### config.mk
export PLATFORM = sky130hd
export DESIGN_NAME = sar_adc_ctrl
export DESIGN_NICKNAME = d
export VERILOG_FILES = /design/src/rtl/sar_adc_pkg.sv /design/src/rtl/sar_step_if.sv /design/src/rtl/sar_adc_ctrl.sv /design/src/rtl/sar_step.sv
export VERILOG_INCLUDE_DIRS = /design/src /design/src/rtl
export SDC_FILE = /design/constraint.sdc
export NUM_CORES = 1
export LEC_CHECK = 0
export BUFFER_PORTS_ARGS = -buffer_cell sky130_fd_sc_hd__buf_4
export CAP_MARGIN = 30
export CORE_UTILIZATION = 55
export CTS_BUF_LIST = sky130_fd_sc_hd__clkbuf_16
export DETAILED_ROUTE_END_ITERATION = 12
export GPL_TIMING_DRIVEN = 0
export PLACE_DENSITY_LB_ADDON = 0.05
export SYNTH_ARGS = -nofsm -noshare
export SYNTH_HDL_FRONTEND = slang
export SYNTH_HIERARCHICAL = 1
export SYNTH_SLANG_ARGS = --single-unit
### constraint.sdc
create_clock -name sys_clk -period 2.5 [get_ports sys_clk]
set_input_delay 0.5 -clock sys_clk [delete_from_list [all_inputs] [get_ports sys_clk]]
set_output_delay 0.5 -clock sys_clk [all_outputs]
set_load 0.05 [all_outputs]
### src/rtl/sar_adc_cfg.svh
`ifndef SAR_ADC_CFG_SVH
`define SAR_ADC_CFG_SVH

// Register byte addresses
`define REG_CTRL 8'h00
`define REG_SAMPLE 8'h04
`define REG_TRIG 8'h08
`define REG_STATUS 8'h0C
`define REG_MASK 8'h10
`define REG_CHMAP_LO 8'h14
`define REG_CHMAP_HI 8'h18
`define REG_RESULT_BASE 8'h40

// Control word fields
`define CTRL_ENABLE 0
`define CTRL_GAIN 1
`define CTRL_MODE_LSB 2
`define CTRL_MODE_MSB 3
`define CTRL_CLKSEL_LSB 4
`define CTRL_CLKSEL_MSB 5
`define CTRL_SCAN_LSB 6
`define CTRL_SCAN_MSB 9
`define CTRL_TEMP 10
`define CTRL_START 11

// Trigger word fields
`define TRIG_EN_LSB 0
`define TRIG_EN_MSB 3
`define TRIG_PRESET_LSB 8
`define TRIG_PRESET_MSB 11

// Status bits, mask uses the same layout
`define STAT_DONE 0
`define STAT_OVERRUN 1
`define STAT_BUSY 8
`define STAT_SLOT_LSB 12
`define STAT_SLOT_MSB 15

// Reset values
`define RST_SAMP_FIELD 4'h3
`define RST_CLKSEL 2'h0
`define RST_CHMAP 64'hFEDCBA9876543210

// Sampling: field plus this many converter clocks
`define SAMP_FIELD_MIN 4'h3
`define SAMP_EXTRA 5'h02
`define CONV_TOP_BIT 4'hB

// Converter clock rates in MHz and phase increments per system clock
`define SYS_CLK_MHZ 100
`define ADC_MHZ_24 24
`define ADC_MHZ_12 12
`define ADC_MHZ_6 6
`define ADC_MHZ_48 48
`define ADC_INC(mhz) (16'(((mhz) * 65536) / `SYS_CLK_MHZ))

`endif

### src/rtl/sar_adc_pkg.sv
package sar_adc_pkg;

   typedef enum logic [1:0] {
      MODE_ONE_SINGLE = 2'b00,
      MODE_ONE_CONT = 2'b01,
      MODE_SCAN_SINGLE = 2'b10,
      MODE_SCAN_CONT = 2'b11
   } mode_e;

   typedef enum logic [1:0] {
      SEQ_IDLE = 2'b00,
      SEQ_LAUNCH = 2'b01,
      SEQ_WAIT = 2'b10
   } seq_e;

   typedef enum logic [1:0] {
      STEP_IDLE = 2'b00,
      STEP_SAMPLE = 2'b01,
      STEP_CONVERT = 2'b10
   } step_e;

   typedef struct packed {
      step_e st;
      logic [4:0] cnt;
      logic [3:0] bitn;
      logic [11:0] trial;
      logic [11:0] res;
      logic sample;
      logic done;
   } step_s;

   typedef struct packed {
      logic enable;
      logic gain;
      logic temp_en;
      mode_e mode;
      logic [1:0] clk_sel;
      logic [3:0] scan_last;
      logic [3:0] samp_field;
      logic [3:0] trig_en;
      logic [3:0] trig_preset;
      logic [3:0] trig_count;
      logic [1:0] status;
      logic [1:0] mask;
      logic [63:0] chmap;
      logic [15:0][11:0] result;
      seq_e seq;
      logic [3:0] slot;
      logic [3:0] chan;
      logic [15:0] acc;
      logic tick;
      logic start;
      logic abort;
      logic [31:0] rdata;
      logic irq;
   } ctrl_s;

endpackage : sar_adc_pkg

### src/rtl/sar_step_if.sv
`timescale 1ns/10ps
`default_nettype none
interface sar_step_if;
   logic tick;
   logic start;
   logic abort;
   logic [4:0] samp_cycles;
   logic cmp;
   logic busy;
   logic done;
   logic [11:0] result;
   logic sample;
   logic [11:0] trial;

   modport ctrl (output tick, start, abort, samp_cycles, cmp,
      input busy, done, result, sample, trial);
   modport step (input tick, start, abort, samp_cycles, cmp,
      output busy, done, result, sample, trial);
endinterface : sar_step_if
`default_nettype wire

### src/rtl/sar_adc_ctrl.sv
`timescale 1ns/10ps
`default_nettype none
`include "sar_adc_cfg.svh"
module sar_adc_ctrl
   import sar_adc_pkg::*;
(
   // Clock and reset
   input wire logic sys_clk,
   input wire logic rst,
   // Register port
   input wire logic [7:0] reg_addr,
   input wire logic [31:0] reg_wdata,
   input wire logic reg_wr,
   input wire logic reg_rd,
   output logic [31:0] reg_rdata,
   // Timer trigger lines
   input wire logic timer_trigger_zero,
   input wire logic timer_trigger_one,
   input wire logic timer_trigger_two,
   input wire logic timer_trigger_three,
   // Analog converter core
   input wire logic cmp_above,
   output logic conv_enable,
   output logic converter_gain_select,
   output logic temp_sensor_enable,
   output logic sample_hold,
   output logic [3:0] chan_sel,
   output logic [11:0] dac_trial,
   // Interrupt
   output logic irq
);

   ctrl_s s;
   ctrl_s next_s;
   logic [3:0] trig_in;
   logic [3:0] trig_hit;
   logic [3:0] samp_eff;

   sar_step_if sif ();

   sar_step u_step (
      .sys_clk(sys_clk),
      .rst(rst),
      .sif(sif)
   );

   assign trig_in = {timer_trigger_three, timer_trigger_two,
      timer_trigger_one, timer_trigger_zero};

   // Per-line trigger gating
   genvar gi;
   generate
      for (gi = 0; gi < 4; gi = gi + 1)
      begin : g_trig
         assign trig_hit[gi] = trig_in[gi] & s.trig_en[gi];
      end
   endgenerate

   // Field clamped so a bad setting cannot shorten sampling
   assign samp_eff = (s.samp_field < `SAMP_FIELD_MIN) ? `SAMP_FIELD_MIN
      : s.samp_field;

   // sampling clocks are field plus two
   assign sif.samp_cycles = {1'b0, samp_eff} + `SAMP_EXTRA;
   assign sif.tick = s.tick;
   assign sif.start = s.start;
   assign sif.abort = s.abort;
   assign sif.cmp = cmp_above;

   // Outputs straight from flip-flops
   assign reg_rdata = s.rdata;
   assign conv_enable = s.enable;
   assign converter_gain_select = s.gain;
   assign temp_sensor_enable = s.temp_en;
   assign chan_sel = s.chan;
   assign irq = s.irq;
   assign sample_hold = sif.sample;
   assign dac_trial = sif.trial;

   // Register file, trigger counting, sequencer and clock divider
   always_comb
   begin
      logic [16:0] acc_sum;
      logic [15:0] inc;
      logic [3:0] preset_eff;
      logic [3:0] cnt_inc;
      logic sw_start;
      logic hw_start;
      logic go;
      logic [1:0] set_bits;
      logic [1:0] clr_bits;
      logic single_ch;
      logic last_slot;
      acc_sum = '0;
      inc = '0;
      preset_eff = '0;
      cnt_inc = '0;
      sw_start = 1'b0;
      hw_start = 1'b0;
      go = 1'b0;
      set_bits = 2'b00;
      clr_bits = 2'b00;
      single_ch = 1'b0;
      last_slot = 1'b0;
      next_s = s;
      next_s.start = 1'b0;
      next_s.abort = 1'b0;
      next_s.rdata = 32'h00000000;

      // selected converter clock as a fractional tick
      unique case (s.clk_sel)
         2'b00: inc = `ADC_INC(`ADC_MHZ_24);
         2'b01: inc = `ADC_INC(`ADC_MHZ_12);
         2'b10: inc = `ADC_INC(`ADC_MHZ_6);
         2'b11: inc = `ADC_INC(`ADC_MHZ_48);
      endcase
      acc_sum = {1'b0, s.acc} + {1'b0, inc};
      next_s.acc = acc_sum[15:0];
      next_s.tick = acc_sum[16] & s.enable;

      // Register writes
      if (reg_wr)
      begin
         unique case (reg_addr)
            `REG_CTRL:
            begin
               next_s.enable = reg_wdata[`CTRL_ENABLE];
               next_s.gain = reg_wdata[`CTRL_GAIN];
               next_s.temp_en = reg_wdata[`CTRL_TEMP];
               next_s.mode = mode_e'(reg_wdata[`CTRL_MODE_MSB:`CTRL_MODE_LSB]);
               next_s.clk_sel = reg_wdata[`CTRL_CLKSEL_MSB:`CTRL_CLKSEL_LSB];
               next_s.scan_last = reg_wdata[`CTRL_SCAN_MSB:`CTRL_SCAN_LSB];
               sw_start = reg_wdata[`CTRL_START];
            end
            `REG_SAMPLE: next_s.samp_field = reg_wdata[3:0];
            `REG_TRIG:
            begin
               next_s.trig_en = reg_wdata[`TRIG_EN_MSB:`TRIG_EN_LSB];
               next_s.trig_preset =
                  reg_wdata[`TRIG_PRESET_MSB:`TRIG_PRESET_LSB];
               next_s.trig_count = 4'h0;
            end
            `REG_STATUS: clr_bits = reg_wdata[1:0];
            `REG_MASK: next_s.mask = reg_wdata[1:0];
            `REG_CHMAP_LO: next_s.chmap[31:0] = reg_wdata;
            `REG_CHMAP_HI: next_s.chmap[63:32] = reg_wdata;
            default:
            begin
            end
         endcase
      end

      // count enabled timer events up to the preset
      preset_eff = (s.trig_preset == 4'h0) ? 4'h1 : s.trig_preset;
      if (|trig_hit && s.enable)
      begin
         cnt_inc = s.trig_count + 4'h1;
         if (cnt_inc >= preset_eff)
         begin
            hw_start = 1'b1;
            next_s.trig_count = 4'h0;
         end
         else
         begin
            next_s.trig_count = cnt_inc;
         end
      end

      go = (sw_start | hw_start) & s.enable;
      single_ch = (s.mode == MODE_ONE_SINGLE) || (s.mode == MODE_ONE_CONT);
      last_slot = single_ch || (s.slot == s.scan_last);

      unique case (s.seq)
         SEQ_IDLE:
         begin
            if (go)
            begin
               next_s.slot = 4'h0;
               next_s.seq = SEQ_LAUNCH;
            end
         end
         SEQ_LAUNCH:
         begin
            next_s.chan = s.chmap[s.slot * 4 +: 4];
            next_s.start = 1'b1;
            next_s.seq = SEQ_WAIT;
         end
         SEQ_WAIT:
         begin
            if (sif.done)
            begin
               // result lands in its own slot
               next_s.result[s.slot] = sif.result;
               if (last_slot)
               begin
                  set_bits[`STAT_DONE] = 1'b1;
                  next_s.slot = 4'h0;
                  if ((s.mode == MODE_ONE_CONT) || (s.mode == MODE_SCAN_CONT))
                  begin
                     next_s.seq = SEQ_LAUNCH;
                  end
                  else
                  begin
                     next_s.seq = SEQ_IDLE;
                  end
               end
               else
               begin
                  next_s.slot = s.slot + 4'h1;
                  next_s.seq = SEQ_LAUNCH;
               end
            end
         end
         default:
         begin
            next_s.seq = SEQ_IDLE;
         end
      endcase

      // Starts while busy are dropped and flagged
      if (go && (s.seq != SEQ_IDLE))
      begin
         set_bits[`STAT_OVERRUN] = 1'b1;
      end

      // Disable stops any sequence immediately
      if (!next_s.enable && s.enable)
      begin
         next_s.seq = SEQ_IDLE;
         next_s.start = 1'b0;
         next_s.abort = 1'b1;
      end

      // sticky flags, a new event beats the clear
      next_s.status = (s.status & ~clr_bits) | set_bits;
      next_s.irq = |(next_s.status & next_s.mask);

      // Read data valid in the following cycle only
      if (reg_rd)
      begin
         if (reg_addr[7:6] == 2'b01)
         begin
            next_s.rdata = {20'h00000, s.result[reg_addr[5:2]]};
         end
         else
         begin
            unique case (reg_addr)
               `REG_CTRL: next_s.rdata = {21'h000000, s.temp_en,
                  s.scan_last, s.clk_sel, s.mode, s.gain, s.enable};
               `REG_SAMPLE: next_s.rdata = {28'h0000000, s.samp_field};
               `REG_TRIG: next_s.rdata = {16'h0000, s.trig_count,
                  s.trig_preset, 4'h0, s.trig_en};
               `REG_STATUS: next_s.rdata = {16'h0000, s.slot, 3'h0,
                  (s.seq != SEQ_IDLE) | sif.busy, 6'h00, s.status};
               `REG_MASK: next_s.rdata = {30'h00000000, s.mask};
               `REG_CHMAP_LO: next_s.rdata = s.chmap[31:0];
               `REG_CHMAP_HI: next_s.rdata = s.chmap[63:32];
               default: next_s.rdata = 32'h00000000;
            endcase
         end
      end
   end

   // State register; reset leaves the converter off
   always_ff @(posedge sys_clk)
   begin
      if (rst)
      begin
         s <= '0;
         s.samp_field <= `RST_SAMP_FIELD;
         s.clk_sel <= `RST_CLKSEL;
         s.chmap <= `RST_CHMAP;
      end
      else
      begin
         s <= next_s;
      end
   end

endmodule : sar_adc_ctrl
`default_nettype wire

### src/rtl/sar_step.sv
`timescale 1ns/10ps
`default_nettype none
`include "sar_adc_cfg.svh"
module sar_step
   import sar_adc_pkg::*;
(
   // Clock and reset
   input wire logic sys_clk,
   input wire logic rst,
   // Link to sequencer
   sar_step_if.step sif
);

   step_s s;
   step_s next_s;

   // Status seen by the sequencer
   assign sif.busy = (s.st != STEP_IDLE);
   assign sif.done = s.done;
   assign sif.result = s.res;
   assign sif.sample = s.sample;
   assign sif.trial = s.trial;

   // Sample then successive approximation, one step per converter tick
   always_comb
   begin
      next_s = s;
      next_s.done = 1'b0;
      unique case (s.st)
         STEP_IDLE:
         begin
            if (sif.start)
            begin
               next_s.st = STEP_SAMPLE;
               next_s.cnt = sif.samp_cycles;
               next_s.sample = 1'b1;
            end
         end
         STEP_SAMPLE:
         begin
            if (sif.tick)
            begin
               if (s.cnt == 5'h01)
               begin
                  next_s.st = STEP_CONVERT;
                  next_s.sample = 1'b0;
                  next_s.bitn = `CONV_TOP_BIT;
                  next_s.trial = 12'h800;
               end
               else
               begin
                  next_s.cnt = s.cnt - 5'h01;
               end
            end
         end
         STEP_CONVERT:
         begin
            if (sif.tick)
            begin
               if (!sif.cmp)
               begin
                  next_s.trial[s.bitn] = 1'b0;
               end
               if (s.bitn == 4'h0)
               begin
                  next_s.res = next_s.trial;
                  next_s.trial = 12'h000;
                  next_s.done = 1'b1;
                  next_s.st = STEP_IDLE;
               end
               else
               begin
                  next_s.bitn = s.bitn - 4'h1;
                  next_s.trial[s.bitn - 4'h1] = 1'b1;
               end
            end
         end
         default:
         begin
            next_s.st = STEP_IDLE;
         end
      endcase
      // Disable drops a conversion in flight
      if (sif.abort)
      begin
         next_s.st = STEP_IDLE;
         next_s.sample = 1'b0;
         next_s.trial = 12'h000;
         next_s.done = 1'b0;
      end
   end

   // State register
   always_ff @(posedge sys_clk)
   begin
      if (rst)
      begin
         s <= '0;
      end
      else
      begin
         s <= next_s;
      end
   end

endmodule : sar_step
`default_nettype wire

==> results.md <==
- The run finished with clean final reports.
- From left edge to right edge, the die measures 183.0 um.
- The worst setup path is launched from a primary input.
- The longest clock path from root to sink contains 3 buffers.
- For this run, the top clock speed supported by timing is 405.2 MHz.
- The net count of the mapped netlist is 2053.
- After detailed placement, the design holds a cell count of 2501.
- STA classifies the critical path endpoint as a flip-flop.
- The count of fill cells added during filler insertion is 2693.
- The wire length of the first global-routing pass is 82770 um.
- Summed over all nets, the half-perimeter wirelength after detailed placement is 38420 um.
- STA puts the critical path data required time at 2.91 ns.
- The path class of the tightest hold or removal check is in -> reg.
- Headroom to the max-slew limit came out at 39.76%.
- The site row count is 65.
- The number of endpoints failing setup at the final stage is 0.
- The total routed wirelength is 53300 um.
- The maximum VDD drop is 0.5597 mV.
- Yosys mapped a number of flops with a built-in enable equal to 0.
- The via total after detailed routing is 15230.
- The starting density of the core is 56.53%.
- The worst hold path was traced through 2 stages.
- Once detail routing completed, the nets flagged for antenna violations numbered 0.
- The number of DRC markers in iteration 0 is 1381.
- The synthesized netlist contains 71 unique library cells.
- The die is 183.0 um tall.
- For this run, the total global-route usage over all layers was measured as 32.02%.
- The via count of the first global-routing pass is 14630.
- The layout overhead on the synthesized area is 15.65%.
- Of the synthesized area, sequential elements account for 42.87%.
- At the end of routability-driven placement, the weighted congestion stood at 0.9880.
- The number of optimization iterations in the first detailed-route pass is 5.
- The pin count of the biggest net entering global routing is 14.
- The async set-or-reset flop fraction in the synthesized netlist is 0%.
- The cell area power density is 651.0 nW/um^2.
- Summing every instance area after synthesis gives 18020 sq um.
- For this design the static power due to leakage is 0.007732 uW.
- In this run the critical register-to-register path is captured at chan_sel[3].
- The global routing stage identified its most utilized layer as met2.
- The antenna cell count is 0.
- The final net count is 2199.
- The floorplan core area is 31880 sq um.
- The number of max-cap violations is 0.
- The final worst-path cycle share is 98.72%.
- Global routing used 52.20% of the available met2 tracks.
- The count of cells along the worst register-to-register path is 5.
- The clock tree from TritonCTS is done.
- The met3 usage in global routing is 5.064%.
- In the final layout, the share of cells above drive strength 1 is 18.46%.
- Data on the critical path arrives at its endpoint at 2.88 ns.
- Across the whole layout, storage elements account for 7735 sq um.
- Summing all multi-input logic gate instances after layout gives 9129 sq um.
- During synthesis, Yosys emitted a total of 6 warnings.
- The number of clock buffers inserted by TritonCTS is 41.
- The clock latency reported for the late side of the worst-skew pair is 0.56 ns.
- The die area is 33500 sq um.
- The detailed-route vias per instance is 5.902.
- The count of H-tree levels built during CTS is 2.
- After clock tree synthesis, the clock-pin slew on the worst setup and hold paths is 0.06 ns.
- The number of remaining DRC errors is 0.
- After technology mapping, the gate count stands at 1967.
- In the global route stage, met1 resource usage came out at 41.79%.
- The worst reg-to-reg setup slack is 0.08 ns.
- The reg-to-reg critical path startpoint is s[57].
- The per-cell routed wire length is 20.66 um.
- For this design the top-level I/O count stands at 102.
- Summed over all layers, the global routing overflow is 0.
- The number of sinks driven by the clock tree is 386.
- The critical path in this run is classified as in -> reg.
- Port buffering added 99 buffers.
- The finished layout holds 2580 standard cells, fillers aside.
- The number of hold buffers added after CTS was 0.
- The average instance in the mapped netlist occupies 9.163 sq um.
- The worst hold path begins at rst.
- The actual slew at the worst max-slew pin is 0.8987 ns.
- In the synthesized netlist the dominant register cell turns out to be sky130_fd_sc_hd__dfxtp_1.
- The endpoint of the worst hold path is u_step/s[28].
- The tree is rooted in a sky130_fd_sc_hd__clkbuf_16.
- The count of pins over their slew limit is 0.
- The smallest clock period supported by the final layout is computed as 2.468 ns.
- Overall power consumption after layout is estimated at 13570 uW.
- The number of failing hold endpoints at the final stage is 0.
- The initial antenna violation count is 0.
- The total of flip-flops plus latches after synthesis is 386.
- The clock arrives with 0.02174 ns of skew.
- The maximum net fanout on the critical path is 10.
cell usage in the layout, fill, tap and decap left out, types with 6 or more instances in the layout:
cell type / n
sky130_fd_sc_hd__inv_1: 45
sky130_fd_sc_hd__clkinv_1: 7
sky130_fd_sc_hd__a22oi_1: 30
sky130_fd_sc_hd__a21oi_1: 179
sky130_fd_sc_hd__clkbuf_16: 43
sky130_fd_sc_hd__nand3b_1: 36
sky130_fd_sc_hd__dfxtp_1: 384
sky130_fd_sc_hd__nor3_1: 12
sky130_fd_sc_hd__nand3_1: 21
sky130_fd_sc_hd__bufinv_16: 7
sky130_fd_sc_hd__clkbuf_2: 9
sky130_fd_sc_hd__nor2_1: 183
sky130_fd_sc_hd__buf_2: 30
sky130_fd_sc_hd__a32o_1: 10
sky130_fd_sc_hd__nor2b_1: 14
sky130_fd_sc_hd__xnor2_1: 8
sky130_fd_sc_hd__a22o_1: 10
sky130_fd_sc_hd__clkbuf_1: 82
sky130_fd_sc_hd__mux4_2: 80
sky130_fd_sc_hd__a222oi_1: 6
sky130_fd_sc_hd__buf_4: 168
sky130_fd_sc_hd__nand4_1: 7
sky130_fd_sc_hd__o22ai_1: 15
sky130_fd_sc_hd__and3_1: 16
sky130_fd_sc_hd__a21o_1: 6
sky130_fd_sc_hd__xor2_1: 7
sky130_fd_sc_hd__o21ai_0: 16
sky130_fd_sc_hd__nand2b_1: 18
sky130_fd_sc_hd__buf_1: 7
sky130_fd_sc_hd__ha_1: 34
sky130_fd_sc_hd__mux2i_1: 119
sky130_fd_sc_hd__or2_2: 8
sky130_fd_sc_hd__buf_6: 6
sky130_fd_sc_hd__a31oi_1: 7
sky130_fd_sc_hd__clkinv_2: 7
sky130_fd_sc_hd__nand2_1: 410
synth_stat cells (10+ instances only):
library cell,count,share of area [%]
sky130_fd_sc_hd__a21oi_1,181,5.0
sky130_fd_sc_hd__a22o_1,10,0.49
sky130_fd_sc_hd__a22oi_1,30,1.2
sky130_fd_sc_hd__a32o_1,10,0.56
sky130_fd_sc_hd__and3_1,16,0.56
sky130_fd_sc_hd__buf_2,31,0.86
sky130_fd_sc_hd__buf_4,66,2.7
sky130_fd_sc_hd__clkbuf_1,90,1.9
sky130_fd_sc_hd__dfxtp_1,386,43
sky130_fd_sc_hd__ha_1,37,2.6
sky130_fd_sc_hd__inv_1,38,0.79
sky130_fd_sc_hd__mux2i_1,119,6.6
sky130_fd_sc_hd__mux4_2,80,10
sky130_fd_sc_hd__nand2_1,410,8.5
sky130_fd_sc_hd__nand2b_1,18,0.62
sky130_fd_sc_hd__nand3_1,21,0.58
sky130_fd_sc_hd__nand3b_1,36,1.5
sky130_fd_sc_hd__nor2_1,185,3.9
sky130_fd_sc_hd__nor2b_1,14,0.49
sky130_fd_sc_hd__nor3_1,13,0.36
sky130_fd_sc_hd__o21ai_0,16,0.44
sky130_fd_sc_hd__o22ai_1,15,0.52
metrics by stage:
step	TNS, ns	worst slack [ns]	utilization (%)	area [sq um]	hold WS (ns)
CTS	-0.01361	-0.01361	65.20	20780	0.1406
detailed placement	-67.03	-0.6746	60.58	19310	0.4431
global route	-0.005505	-0.005505	65.38	20850	0.1599
global placement	-65.73	-0.6334	60.58	19310	0.4396
finish	0	0.03210	65.38	20850	0.1521
floorplan	0	0.005444	-	18020	0.4021
logic make-up after synthesis:
group	Yosys count	share of synthesized area (%)
simple gates	755	18.68
flops	386	42.87
compound gates	331	11.45
buf+inv	240	6.838
mux	203	16.86
fa+ha+maj	37	2.569
xor+xnor	15	0.7289
layout make-up:
type,instances,share of cell area [%]
multi-input cells,1341,43.79
clock buffers,43,5.162
plain buffers,202,5.330
repair buffers,103,3.745
flip-flops and latches,386,37.11
clock inverters,32,1.567
inverters,38,0.6843
well taps,435,2.611
power breakdown:
part / switching, uW / internal, uW
sequential: 34.9 / 6210
clock: 2550 / 3830
combinational: 541 / 395
total: 3130 / 10400
flip-flops by register name, summed over array words and instances, names as in the netlist:
| name | count |
|---|---|
| irq | 1 |
| sif.start | 1 |
| reg_rdata | 32 |
| u_step/sif.done | 1 |
| converter_gain_select | 1 |
| sif.tick | 1 |
| temp_sensor_enable | 1 |
| s | 306 |
| conv_enable | 1 |
| chan_sel | 4 |
| u_step/sif.result | 12 |
| u_step/sif.trial | 12 |
| u_step/sif.sample | 1 |
| u_step/s | 11 |
| sif.abort | 1 |
routing by layer:
layer,up-vias,part of all wire (%),wire [um]
li1,7046,-,-
met1,7392,41,22090
met2,639,47,24920
met3,151,7.2,3864
met4,0,4.6,2426
met5,-,0,0
timing repair:
| action | 4_1_cts | 5_1_grt |
|---|---|---|
| setup endpoints to repair | 15 | 72 |
| pin swaps | 3 | 4 |
| setup buffers | 2 | 1 |
| cloned | 0 | 0 |
| gates resized for setup | 13 | 20 |
worst max-delay path, cell delays in order:
cell and delay, ns:
sky130_fd_sc_hd__buf_4 0.15, sky130_fd_sc_hd__or4_1 0.53, sky130_fd_sc_hd__buf_6 0.20, sky130_fd_sc_hd__and4bb_1 0.50, sky130_fd_sc_hd__buf_4 0.27, sky130_fd_sc_hd__buf_4 0.22
sky130_fd_sc_hd__a21oi_1 0.13, sky130_fd_sc_hd__o22ai_1 0.36
how the worst max path moves through the flow:
stage,start,slack [ns],to
finish,reg_addr[5],0.03,reg_rdata[2]
global route,s[56],-0.006,s[88]
CTS,s[342],-0.01,s[50]
detailed placement,reg_addr[3],-0.67,reg_rdata[2]
global placement,reg_addr[3],-0.63,reg_rdata[2]
floorplan,s[342],0.005,s[50]
(Power assumes the default switching activity.)
